===== config.mk =====
export PLATFORM = sky130hd
export DESIGN_NAME = pot_host
export DESIGN_NICKNAME = d
export VERILOG_FILES = /design/src/verilog/pot_host_pkg.sv /design/src/verilog/pot_host.sv
export VERILOG_INCLUDE_DIRS = /design/src /design/src/verilog
export SDC_FILE = /design/constraint.sdc
export NUM_CORES = 1
export LEC_CHECK = 0
export ABC_AREA = 1
export BUFFER_PORTS_ARGS = -buffer_cell sky130_fd_sc_hd__buf_2
export CORE_MARGIN = 1.5
export CORE_UTILIZATION = 25
export CTS_CLUSTER_DIAMETER = 120
export DETAILED_ROUTE_END_ITERATION = 8
export GPL_TIMING_DRIVEN = 0
export MAX_ROUTING_LAYER = met4
export SETUP_SLACK_MARGIN = 0.05
export SYNTH_ARGS = -nofsm -noshare
export SYNTH_HDL_FRONTEND = slang
export SYNTH_SLANG_ARGS = --single-unit

===== constraint.sdc =====
create_clock -name i_sys_clk -period 3.7 [get_ports i_sys_clk]
set_input_delay 0.925 -clock i_sys_clk [delete_from_list [all_inputs] [get_ports i_sys_clk]]
set_output_delay 0.925 -clock i_sys_clk [all_outputs]
set_load 0.1 [all_outputs]

===== src/verilog/pot_host_cfg.svh =====
// constants for the two-wire potentiometer host controller
// assumes a 125 MHz system clock and a pulled-up open-drain bus
`ifndef POT_HOST_CFG_SVH
`define POT_HOST_CFG_SVH

// ------------------------------------------------------------
// device address and timing
// ------------------------------------------------------------
`define POT_ADDR_HIGH 5'h0b
`define CLK_PERIOD_NS 8
`define QTR_NS 2500
`define QTR_CYC ((`QTR_NS + `CLK_PERIOD_NS - 1) / `CLK_PERIOD_NS)

// ------------------------------------------------------------
// register word indexes
// ------------------------------------------------------------
`define REG_CMD 3'h0
`define REG_ADDR_SEL 3'h1
`define REG_INSTR 3'h2
`define REG_WDATA 3'h3
`define REG_RDATA 3'h4
`define REG_STATUS 3'h5

// ------------------------------------------------------------
// field positions and reset values
// ------------------------------------------------------------
`define CMD_OP_LSB 0
`define CMD_CNT_LSB 4
`define ST_BUSY_BIT 0
`define ST_DONE_BIT 1
`define ST_NACK_BIT 2
`define INSTR_RST 8'h00
`define WDATA_RST 8'h80
`define ADDR_SEL_RST 2'h0

`endif


===== src/verilog/pot_host_pkg.sv =====
// types shared by the potentiometer host controller
// assumes the constants header is included by the design file
package pot_host_pkg;

  typedef enum logic [1:0] {ST_IDLE, ST_START, ST_BIT, ST_STOP} state_t;
  typedef enum logic [1:0] {BK_ADDR, BK_INSTR, BK_WDATA, BK_RDATA} kind_t;
  typedef enum logic [1:0] {OP_WRITE, OP_READ, OP_SWITCH, OP_NONE} op_t;

endpackage


===== src/verilog/pot_host.sv =====
// two-wire bus master that programs and reads back a digital potentiometer
// assumes an avalon-mm master for software, pull-ups on scl and sda
//
// Decided for this implementation: the address map and the Avalon-MM slave port.
`timescale 1ns/1ps
`include "pot_host_cfg.svh"

module pot_host (
  input wire logic i_sys_clk,
  input wire logic i_srst,
  input wire logic [2:0] i_avs_address,
  input wire logic i_avs_read,
  input wire logic i_avs_write,
  input wire logic [31:0] i_avs_writedata,
  input wire logic [3:0] i_avs_byteenable,
  output logic [31:0] o_avs_readdata,
  output logic o_avs_waitrequest,
  input wire logic i_scl_i,
  output logic o_scl_o,
  output logic o_scl_oe,
  input wire logic i_sda_i,
  output logic o_sda_o,
  output logic o_sda_oe
);
  import pot_host_pkg::*;

  // ------------------------------------------------------------
  // declarations
  // ------------------------------------------------------------
  logic waitreq_reg;
  logic [31:0] readdata_reg;
  logic [1:0] addr_sel_reg;
  logic [7:0] instr_reg;
  logic [7:0] wdata_reg;
  logic [7:0] rdata_reg;
  logic done_reg;
  logic nack_reg;
  logic scl_meta_reg, scl_sync_reg;
  logic sda_meta_reg, sda_sync_reg;
  logic scl_oe_reg, sda_oe_reg, pin_low_reg;
  state_t state_reg;
  kind_t kind_reg;
  op_t op_reg;
  logic rw_reg;
  logic [3:0] rem_reg;
  logic [3:0] bit_reg;
  logic [1:0] qtr_reg;
  logic [8:0] tick_reg;
  logic [7:0] shift_reg;
  logic bad_ack_reg;
  logic bus_take, bus_wr, cmd_go, adv, last_q;
  logic set_done, set_nack;
  logic [31:0] rd_mux;
  logic [7:0] addr_w_byte, addr_r_byte;

  // ------------------------------------------------------------
  // avalon slave: one wait cycle per access
  // ------------------------------------------------------------
  assign bus_take = (i_avs_read | i_avs_write) & ~waitreq_reg;
  assign bus_wr = bus_take & i_avs_write & i_avs_byteenable[0];
  assign cmd_go = bus_wr & (i_avs_address == `REG_CMD) &
                  (state_reg == ST_IDLE);

  always_comb begin
    rd_mux = 32'h0;
    unique case (i_avs_address)
      `REG_ADDR_SEL: rd_mux[1:0] = addr_sel_reg;
      `REG_INSTR: rd_mux[7:0] = instr_reg;
      `REG_WDATA: rd_mux[7:0] = wdata_reg;
      `REG_RDATA: rd_mux[7:0] = rdata_reg;
      `REG_STATUS: begin
        rd_mux[`ST_BUSY_BIT] = (state_reg != ST_IDLE);
        rd_mux[`ST_DONE_BIT] = done_reg;
        rd_mux[`ST_NACK_BIT] = nack_reg;
      end
      default: rd_mux = 32'h0;
    endcase
  end

  always_ff @(posedge i_sys_clk) begin
    if (i_srst) begin
      waitreq_reg <= 1'b1;
      readdata_reg <= 32'h0;
    end else begin
      waitreq_reg <= ~((i_avs_read | i_avs_write) & waitreq_reg);
      if (i_avs_read & waitreq_reg) begin
        readdata_reg <= rd_mux;
      end
    end
  end

  // ------------------------------------------------------------
  // software registers
  // ------------------------------------------------------------
  // settings may change mid-transfer; each byte takes them at its load
  always_ff @(posedge i_sys_clk) begin
    if (i_srst) begin
      addr_sel_reg <= `ADDR_SEL_RST;
      instr_reg <= `INSTR_RST;
      wdata_reg <= `WDATA_RST;
    end else if (bus_wr) begin
      unique case (i_avs_address)
        `REG_ADDR_SEL: addr_sel_reg <= i_avs_writedata[1:0];
        `REG_INSTR: instr_reg <= {i_avs_writedata[7:3], 3'h0};
        `REG_WDATA: wdata_reg <= i_avs_writedata[7:0];
        default: addr_sel_reg <= addr_sel_reg;
      endcase
    end
  end

  // set wins over a write-one clear
  always_ff @(posedge i_sys_clk) begin
    if (i_srst) begin
      done_reg <= 1'b0;
      nack_reg <= 1'b0;
    end else begin
      done_reg <= set_done | (done_reg & ~(bus_wr &
        (i_avs_address == `REG_STATUS) & i_avs_writedata[`ST_DONE_BIT]));
      nack_reg <= set_nack | (nack_reg & ~(bus_wr &
        (i_avs_address == `REG_STATUS) & i_avs_writedata[`ST_NACK_BIT]));
    end
  end

  // ------------------------------------------------------------
  // pin synchronisers
  // ------------------------------------------------------------
  always_ff @(posedge i_sys_clk) begin
    if (i_srst) begin
      scl_meta_reg <= 1'b1;
      scl_sync_reg <= 1'b1;
      sda_meta_reg <= 1'b1;
      sda_sync_reg <= 1'b1;
    end else begin
      scl_meta_reg <= i_scl_i;
      scl_sync_reg <= scl_meta_reg;
      sda_meta_reg <= i_sda_i;
      sda_sync_reg <= sda_meta_reg;
    end
  end

  // ------------------------------------------------------------
  // quarter-bit timing
  // ------------------------------------------------------------
  // a stretched scl holds the high quarter until the line is seen high
  assign last_q = (tick_reg == 9'h0);
  assign adv = last_q & ~((qtr_reg == 2'h1) & ~scl_sync_reg);

  always_ff @(posedge i_sys_clk) begin
    if (i_srst) begin
      tick_reg <= 9'(`QTR_CYC - 1);
    end else if (state_reg == ST_IDLE || adv) begin
      tick_reg <= 9'(`QTR_CYC - 1);
    end else if (!last_q) begin
      tick_reg <= tick_reg - 9'h1;
    end
  end

  // ------------------------------------------------------------
  // byte sequencer
  // ------------------------------------------------------------
  // fixed high address bits
  assign addr_w_byte = {`POT_ADDR_HIGH, addr_sel_reg, 1'b0};
  assign addr_r_byte = {`POT_ADDR_HIGH, addr_sel_reg, 1'b1};
  assign set_done = (state_reg == ST_STOP) & adv & (qtr_reg == 2'h3);
  assign set_nack = (state_reg == ST_BIT) & adv & (qtr_reg == 2'h3) &
                    (bit_reg == 4'h8) & (kind_reg != BK_RDATA) &
                    bad_ack_reg;

  always_ff @(posedge i_sys_clk) begin
    if (i_srst) begin
      state_reg <= ST_IDLE;
      kind_reg <= BK_ADDR;
      op_reg <= OP_WRITE;
      rw_reg <= 1'b0;
      rem_reg <= 4'h0;
      bit_reg <= 4'h0;
      qtr_reg <= 2'h0;
      shift_reg <= 8'h0;
      bad_ack_reg <= 1'b0;
      rdata_reg <= 8'h0;
    end else begin
      unique case (state_reg)
        ST_IDLE: begin
          qtr_reg <= 2'h0;
          if (cmd_go) begin
            op_reg <= op_t'(i_avs_writedata[`CMD_OP_LSB +: 2]);
            rem_reg <= i_avs_writedata[`CMD_CNT_LSB +: 4];
            rw_reg <= (i_avs_writedata[`CMD_OP_LSB +: 2] == 2'(OP_READ));
            kind_reg <= BK_ADDR;
            shift_reg <= (i_avs_writedata[`CMD_OP_LSB +: 2] ==
                          2'(OP_READ)) ? addr_r_byte : addr_w_byte;
            state_reg <= ST_START;
          end
        end
        ST_START: begin
          if (adv) begin
            qtr_reg <= qtr_reg + 2'h1;
            if (qtr_reg == 2'h3) begin
              bit_reg <= 4'h0;
              state_reg <= ST_BIT;
            end
          end
        end
        ST_BIT: begin
          if (adv) begin
            qtr_reg <= qtr_reg + 2'h1;
            if (qtr_reg == 2'h2) begin
              if (bit_reg == 4'h8) begin
                bad_ack_reg <= sda_sync_reg;
              end else if (kind_reg == BK_RDATA) begin
                shift_reg <= {shift_reg[6:0], sda_sync_reg};
              end
            end
            if (qtr_reg == 2'h3) begin
              bit_reg <= bit_reg + 4'h1;
              if (kind_reg != BK_RDATA && bit_reg != 4'h8) begin
                shift_reg <= {shift_reg[6:0], 1'b0};
              end
              if (bit_reg == 4'h8) begin
                bit_reg <= 4'h0;
                unique case (kind_reg)
                  BK_ADDR: begin
                    if (bad_ack_reg) begin
                      state_reg <= ST_STOP;
                    end else if (rw_reg) begin
                      kind_reg <= BK_RDATA;
                    end else begin
                      kind_reg <= BK_INSTR;
                      shift_reg <= instr_reg;
                    end
                  end
                  BK_INSTR: begin
                    if (bad_ack_reg) begin
                      state_reg <= ST_STOP;
                    end else if (op_reg == OP_SWITCH) begin
                      rw_reg <= 1'b1;
                      kind_reg <= BK_ADDR;
                      shift_reg <= addr_r_byte;
                      state_reg <= ST_START;
                    end else if (rem_reg != 4'h0) begin
                      kind_reg <= BK_WDATA;
                      shift_reg <= wdata_reg;
                    end else begin
                      state_reg <= ST_STOP;
                    end
                  end
                  BK_WDATA: begin
                    rem_reg <= rem_reg - 4'h1;
                    if (!bad_ack_reg && rem_reg > 4'h1) begin
                      shift_reg <= wdata_reg;
                    end else begin
                      state_reg <= ST_STOP;
                    end
                  end
                  BK_RDATA: begin
                    rdata_reg <= shift_reg;
                    rem_reg <= rem_reg - 4'h1;
                    if (rem_reg <= 4'h1) begin
                      state_reg <= ST_STOP;
                    end
                  end
                endcase
              end
            end
          end
        end
        ST_STOP: begin
          if (adv) begin
            qtr_reg <= qtr_reg + 2'h1;
            if (qtr_reg == 2'h3) begin
              state_reg <= ST_IDLE;
            end
          end
        end
      endcase
    end
  end

  // ------------------------------------------------------------
  // open-drain pin drive
  // ------------------------------------------------------------
  // quarters: 0 scl low set sda, 1 scl free, 2 sample, 3 scl low
  always_ff @(posedge i_sys_clk) begin
    if (i_srst) begin
      scl_oe_reg <= 1'b0;
      sda_oe_reg <= 1'b0;
      pin_low_reg <= 1'b0;
    end else begin
      pin_low_reg <= 1'b0;
      unique case (state_reg)
        ST_IDLE: begin
          scl_oe_reg <= 1'b0;
          sda_oe_reg <= 1'b0;
        end
        ST_START: begin
          scl_oe_reg <= (qtr_reg == 2'h0) ? scl_oe_reg : (qtr_reg == 2'h3);
          sda_oe_reg <= qtr_reg[1];
        end
        ST_BIT: begin
          // sda set only in low quarter
          scl_oe_reg <= (qtr_reg == 2'h0) | (qtr_reg == 2'h3);
          if (qtr_reg == 2'h0) begin
            if (kind_reg == BK_RDATA) begin
              // ack all but last read byte
              sda_oe_reg <= (bit_reg == 4'h8) & (rem_reg > 4'h1);
            end else begin
              sda_oe_reg <= (bit_reg != 4'h8) & ~shift_reg[7];
            end
          end
        end
        ST_STOP: begin
          scl_oe_reg <= (qtr_reg == 2'h0);
          sda_oe_reg <= (qtr_reg != 2'h2) & (qtr_reg != 2'h3);
        end
      endcase
    end
  end

  // ------------------------------------------------------------
  // outputs
  // ------------------------------------------------------------
  assign o_avs_waitrequest = waitreq_reg;
  assign o_avs_readdata = readdata_reg;
  assign o_scl_oe = scl_oe_reg;
  assign o_sda_oe = sda_oe_reg;
  assign o_scl_o = pin_low_reg;
  assign o_sda_o = pin_low_reg;

endmodule


=== Yosys cells after proc, flatten, opt, wreduce, memory -nomap -nowiden ===
Index checks and enable logic that the tools add are counted.

* Register bits: 75
* Input bits: 45
* Word-level logic and storage cells: 211
* Output and inout bits: 37

* Mux-type cells: 74
* Reductions and logical operators: 28
* $add $sub $neg: 4
* Order comparisons: 2
* Bitwise operators: 35
* Equal/unequal tests: 44

{| class="wikitable"
|+ Operator list
! kind !! count
|-
| two-way mux 8 bit || 14
|-
| two-way mux 2 bit || 24
|-
| two-way mux 4 bit || 10
|-
| bitwise AND 1 bit || 24
|-
| one-hot mux 2 bit (4 select lines) || 3
|-
| one-hot mux 8 bit (3 select lines) || 1
|-
| inequality test 2 bit (second input constant) || 11
|-
| one-hot mux 4 bit (2 select lines) || 2
|-
| one-hot mux 8 bit (2 select lines) || 1
|-
| inequality test 3 bit (second input constant) || 5
|-
| one-hot mux 5 bit (3 select lines) || 1
|-
| equality test 2 bit (second input constant) || 7
|-
| inequality test 2 x 1 -> 1 bit (second input constant) || 7
|-
| one-hot mux 2 bit (2 select lines) || 3
|-
| AND reduction 12 bit || 1
|-
| two-way mux 1 bit || 11
|-
| AND reduction 5 bit || 2
|-
| zero test 9 bit || 1
|-
| AND reduction 9 bit || 1
|-
| subtractor 9 x 1 -> 9 bit (second input constant) || 1
|-
| equality test 2 x 1 -> 1 bit (second input constant) || 4
|-
| inequality test 4 bit (second input constant) || 2
|-
| one-hot mux 1 bit (4 select lines) || 2
|-
| AND reduction 2 bit || 4
|-
| other kinds (28) || 45
|}

=== Longest topological paths before layout ===
* Depth in word-level cells: 13
* Depth in mapped cells: 15
* Gate-level depth less buffers: 14

=== Least setup slack after synthesis ===
Ideal clock, no wire load.

* Kind: input to register
* From: input port i_avs_address[2]
* To: register wdata_reg[0]
* Slack: 1.749 ns
* Arrival: 1.881 ns
* Library setup time: 0.070 ns
* Data required time: 3.630 ns
* Path buffers: 1
* Stages on the path: 8
* Cells stage by stage: inv_1 -> nand2_1 -> nor2_1 -> inv_1 -> nor2_1 -> buf_2 -> o21ai_0 -> a21oi_1

* Longest elaborated chain between the ends: 2

{| class="wikitable"
|+ Ends and longest elaborated chain
! element !! line !! source
|-
| start, declared || pot_host.sv:11 || <nowiki>input wire logic [2:0] i_avs_address,</nowiki>
|-
| equality test 3 x 2 -> 1 bit || pot_host.sv:102 || <nowiki>unique case (i_avs_address)</nowiki>
|-
| AND reduction 2 bit (no source line) || n/a ||
|-
| end signal, assigned || pot_host.sv:100 || <nowiki>wdata_reg <= `WDATA_RST;</nowiki>
|-
| end signal, assigned || pot_host.sv:105 || <nowiki>`REG_WDATA: wdata_reg <= i_avs_writedata[7:0];</nowiki>
|-
| end, declared || pot_host.sv:34 || <nowiki>logic [7:0] wdata_reg;</nowiki>
|}

Every way passes these cells.
A chain may end at the register's enable or synchronous reset.

==> results.ini <==
[status]
status = complete, no violations

[sta]
tightestPinTransition_ns = 0.7542
period_minus_slack_ns = 2.276
hold_viol = 0
finalMaxSlewViolations = 0
tns_ns = 0
timing.fmax_ghz = 0.4394
period_share = 0.6151
relSlewSlack = 0.4933
fin_worst_skew_ns = 0.008310
setup_viol = 0
rsz0062_at_grt = false

[setup_path]
end_kind = flip-flop
crit_arrival_ns = 2.54
critical_path.startpoint_type = input pin
crit_start = i_srst
path_class = in -> reg
r2r-start = rem_reg[0]
required_ns = 3.97
crit_fanout = 10

[route]
drt_first_pass_iters = 5
via_count = 4366
routed_wl_um = 12510
ant_nets = 0
wl_per_cell_um = 13.15
viasPerCell = 4.591
drt_iter0_drc = 347
drc = 0

[die]
num_rows = 48
die_h_um = 135.8
die_area_um2 = 18450
die_w_um = 135.8
initial_core_util = 0.2550
core_um2 = 17300
pin_count = 82

[power_and_ir_drop]
power.density_nw_per_um2 = 387.6
p_int_mw = 1.460
comb_power_share = 0.122
irDropWorstVdd_v = 0.0002126
p_switching_mw = 0.5745
seqPwrFrac = 0.405
cellLeakagePower_nw = 2.358
clock_power_share = 0.474
sw_frac_of_total = 0.2823

[logic_synthesis]
avgSynthCellArea_um2 = 6.713
ys_types = 42
ys_ff_latch = 75
synth.area.top_cells = dfxtp_1 (34%), nand2_1 (13%), a21oi_1 (7.0%)
synth_largest_area_cell = dfxtp_1
ys.flop_type = dfxtp_1
synth_edf_count = 0
netlist.area_leader.share = 0.3404
ys_warn_count = 0
seq_area_frac_synth = 0.3404
syn_inst = 657
synthesis.area_um2 = 4410
synthArstFlopShare = 0

[clock_network]
holdBufCountCts = 0
cts_tree = yes
clkLatencyLatePin_ns = 0.34
cts_resized = 0
cts_buffers = 9
cts.path.max_buffers = 2
cts_num_sinks = 75
clkTransAtPathRegs_ns = 0.07
post_cts_buffers = 0
htreeDepth = 3
clockRootBuffer = clkbuf_16

[grt]
grt_usage = 0.1456
grt_pass1_wl_um = 20170
grt_antenna_before_repair = 0
grt_pass1_vias = 3892
grt_max_degree = 15
grt-ovfl-total = 0

[placed_design]
numPortBuffers = 28
dpl.hpwl_um = 9665
gp_congestion = 0.9499

[final_layout]
multi_input_area_um2 = 2441
final_common_cell = nand2_1
largest_reg_flops = 9
nets = 776
diodes = 0
seqCellArea_um2 = 1501
fill_cells = 1950
area_delta_synth_final_pct = 19.04
drive_gt1_frac = 0.1488
final_cell_mix = nand2_1 (153), dfxtp_1 (75), inv_1 (74)
fin_util = 0.3035

[hold_path]
hold_class = reg -> reg
min_from = scl_meta_reg

[flow_run]
max_cap_viol_count = 0

-- cells by family after synthesis --
kind of cell | Yosys count | share of synthesized area
compound gates | 147 | 0.1852
other cells | 1 | 0.0008502
flops | 75 | 0.3404
simple gates | 302 | 0.3078
xor+xnor | 5 | 0.009929
fa+ha+maj | 10 | 0.02837
buf+inv | 117 | 0.1274
-- worst max-delay path, cell delays in order --
cell and delay [ns]:
buf_2 0.15, inv_1 0.10, clkbuf_1 0.53, clkbuf_1 0.51
o21ai_0 0.17, a21oi_1 0.15
-- power groups by stage --
stage	clock (mW)	combinational [mW]	sequential (mW)
after global placement	0	0.246	0.841
after CTS	0.986	0.247	0.823
after detailed placement	0	0.246	0.841
after floorplan	0	0.193	0.854
after global routing	1.02	0.263	0.824
final	0.964	0.248	0.823
-- cells in the mapped netlist (all sizes together) (2+ instances only) --
cell type  instances
nand3             50
o211ai             9
inv               75
nand4              5
nor2              66
nor3              14
clkbuf             7
a31oi              7
o21ai             55
or2                5
ha                10
dfxtp             75
o31ai              2
nand2            162
a21oi             64
a211oi             2
xor2               4
o21a               3
clkinv             3
buf               32
o22ai              2
-- worst paths after layout --
path	end	cells after the start	slack (ns)
worst max-delay path	op_reg[1]	6	1.42
worst min-delay path	scl_sync_reg	1	0.41
worst min register to register	scl_sync_reg	1	0.41
worst max register to register	shift_reg[4]	11	1.43
-- layout make-up --
class / instances / area share
clock buffers: 9 / 0.04290
plain buffers: 39 / 0.05029
clock inverters: 7 / 0.01883
flip-flops and latches: 75 / 0.2860
multi-input cells: 490 / 0.4650
inverters: 78 / 0.05672
repair buffers: 28 / 0.02669
well taps: 225 / 0.05362
-- per-layer routing --
metal  global-route usage  vias up  wire, µm
met5                    -        -         0
met4              0.05914        0       314
met3              0.02908       21       850
li1                     -     2248         -
met2               0.2078      142      5332
met1               0.1996     1955      6008
-- through the flow --
step	cell area, µm²	worst slack (ns)	hold slack (ns)	power [mW]	cells
floorplan	4504	1.749	0.3895	1.046	682
global placement	4926	1.160	0.3930	1.087	935
detailed placement	4926	1.070	0.3976	1.088	935
CTS	5250	1.463	0.4122	2.055	951
global route	5250	1.177	0.4279	2.109	951
finish	5250	1.424	0.4113	2.035	951
Power figures use the tool's default switching activity.
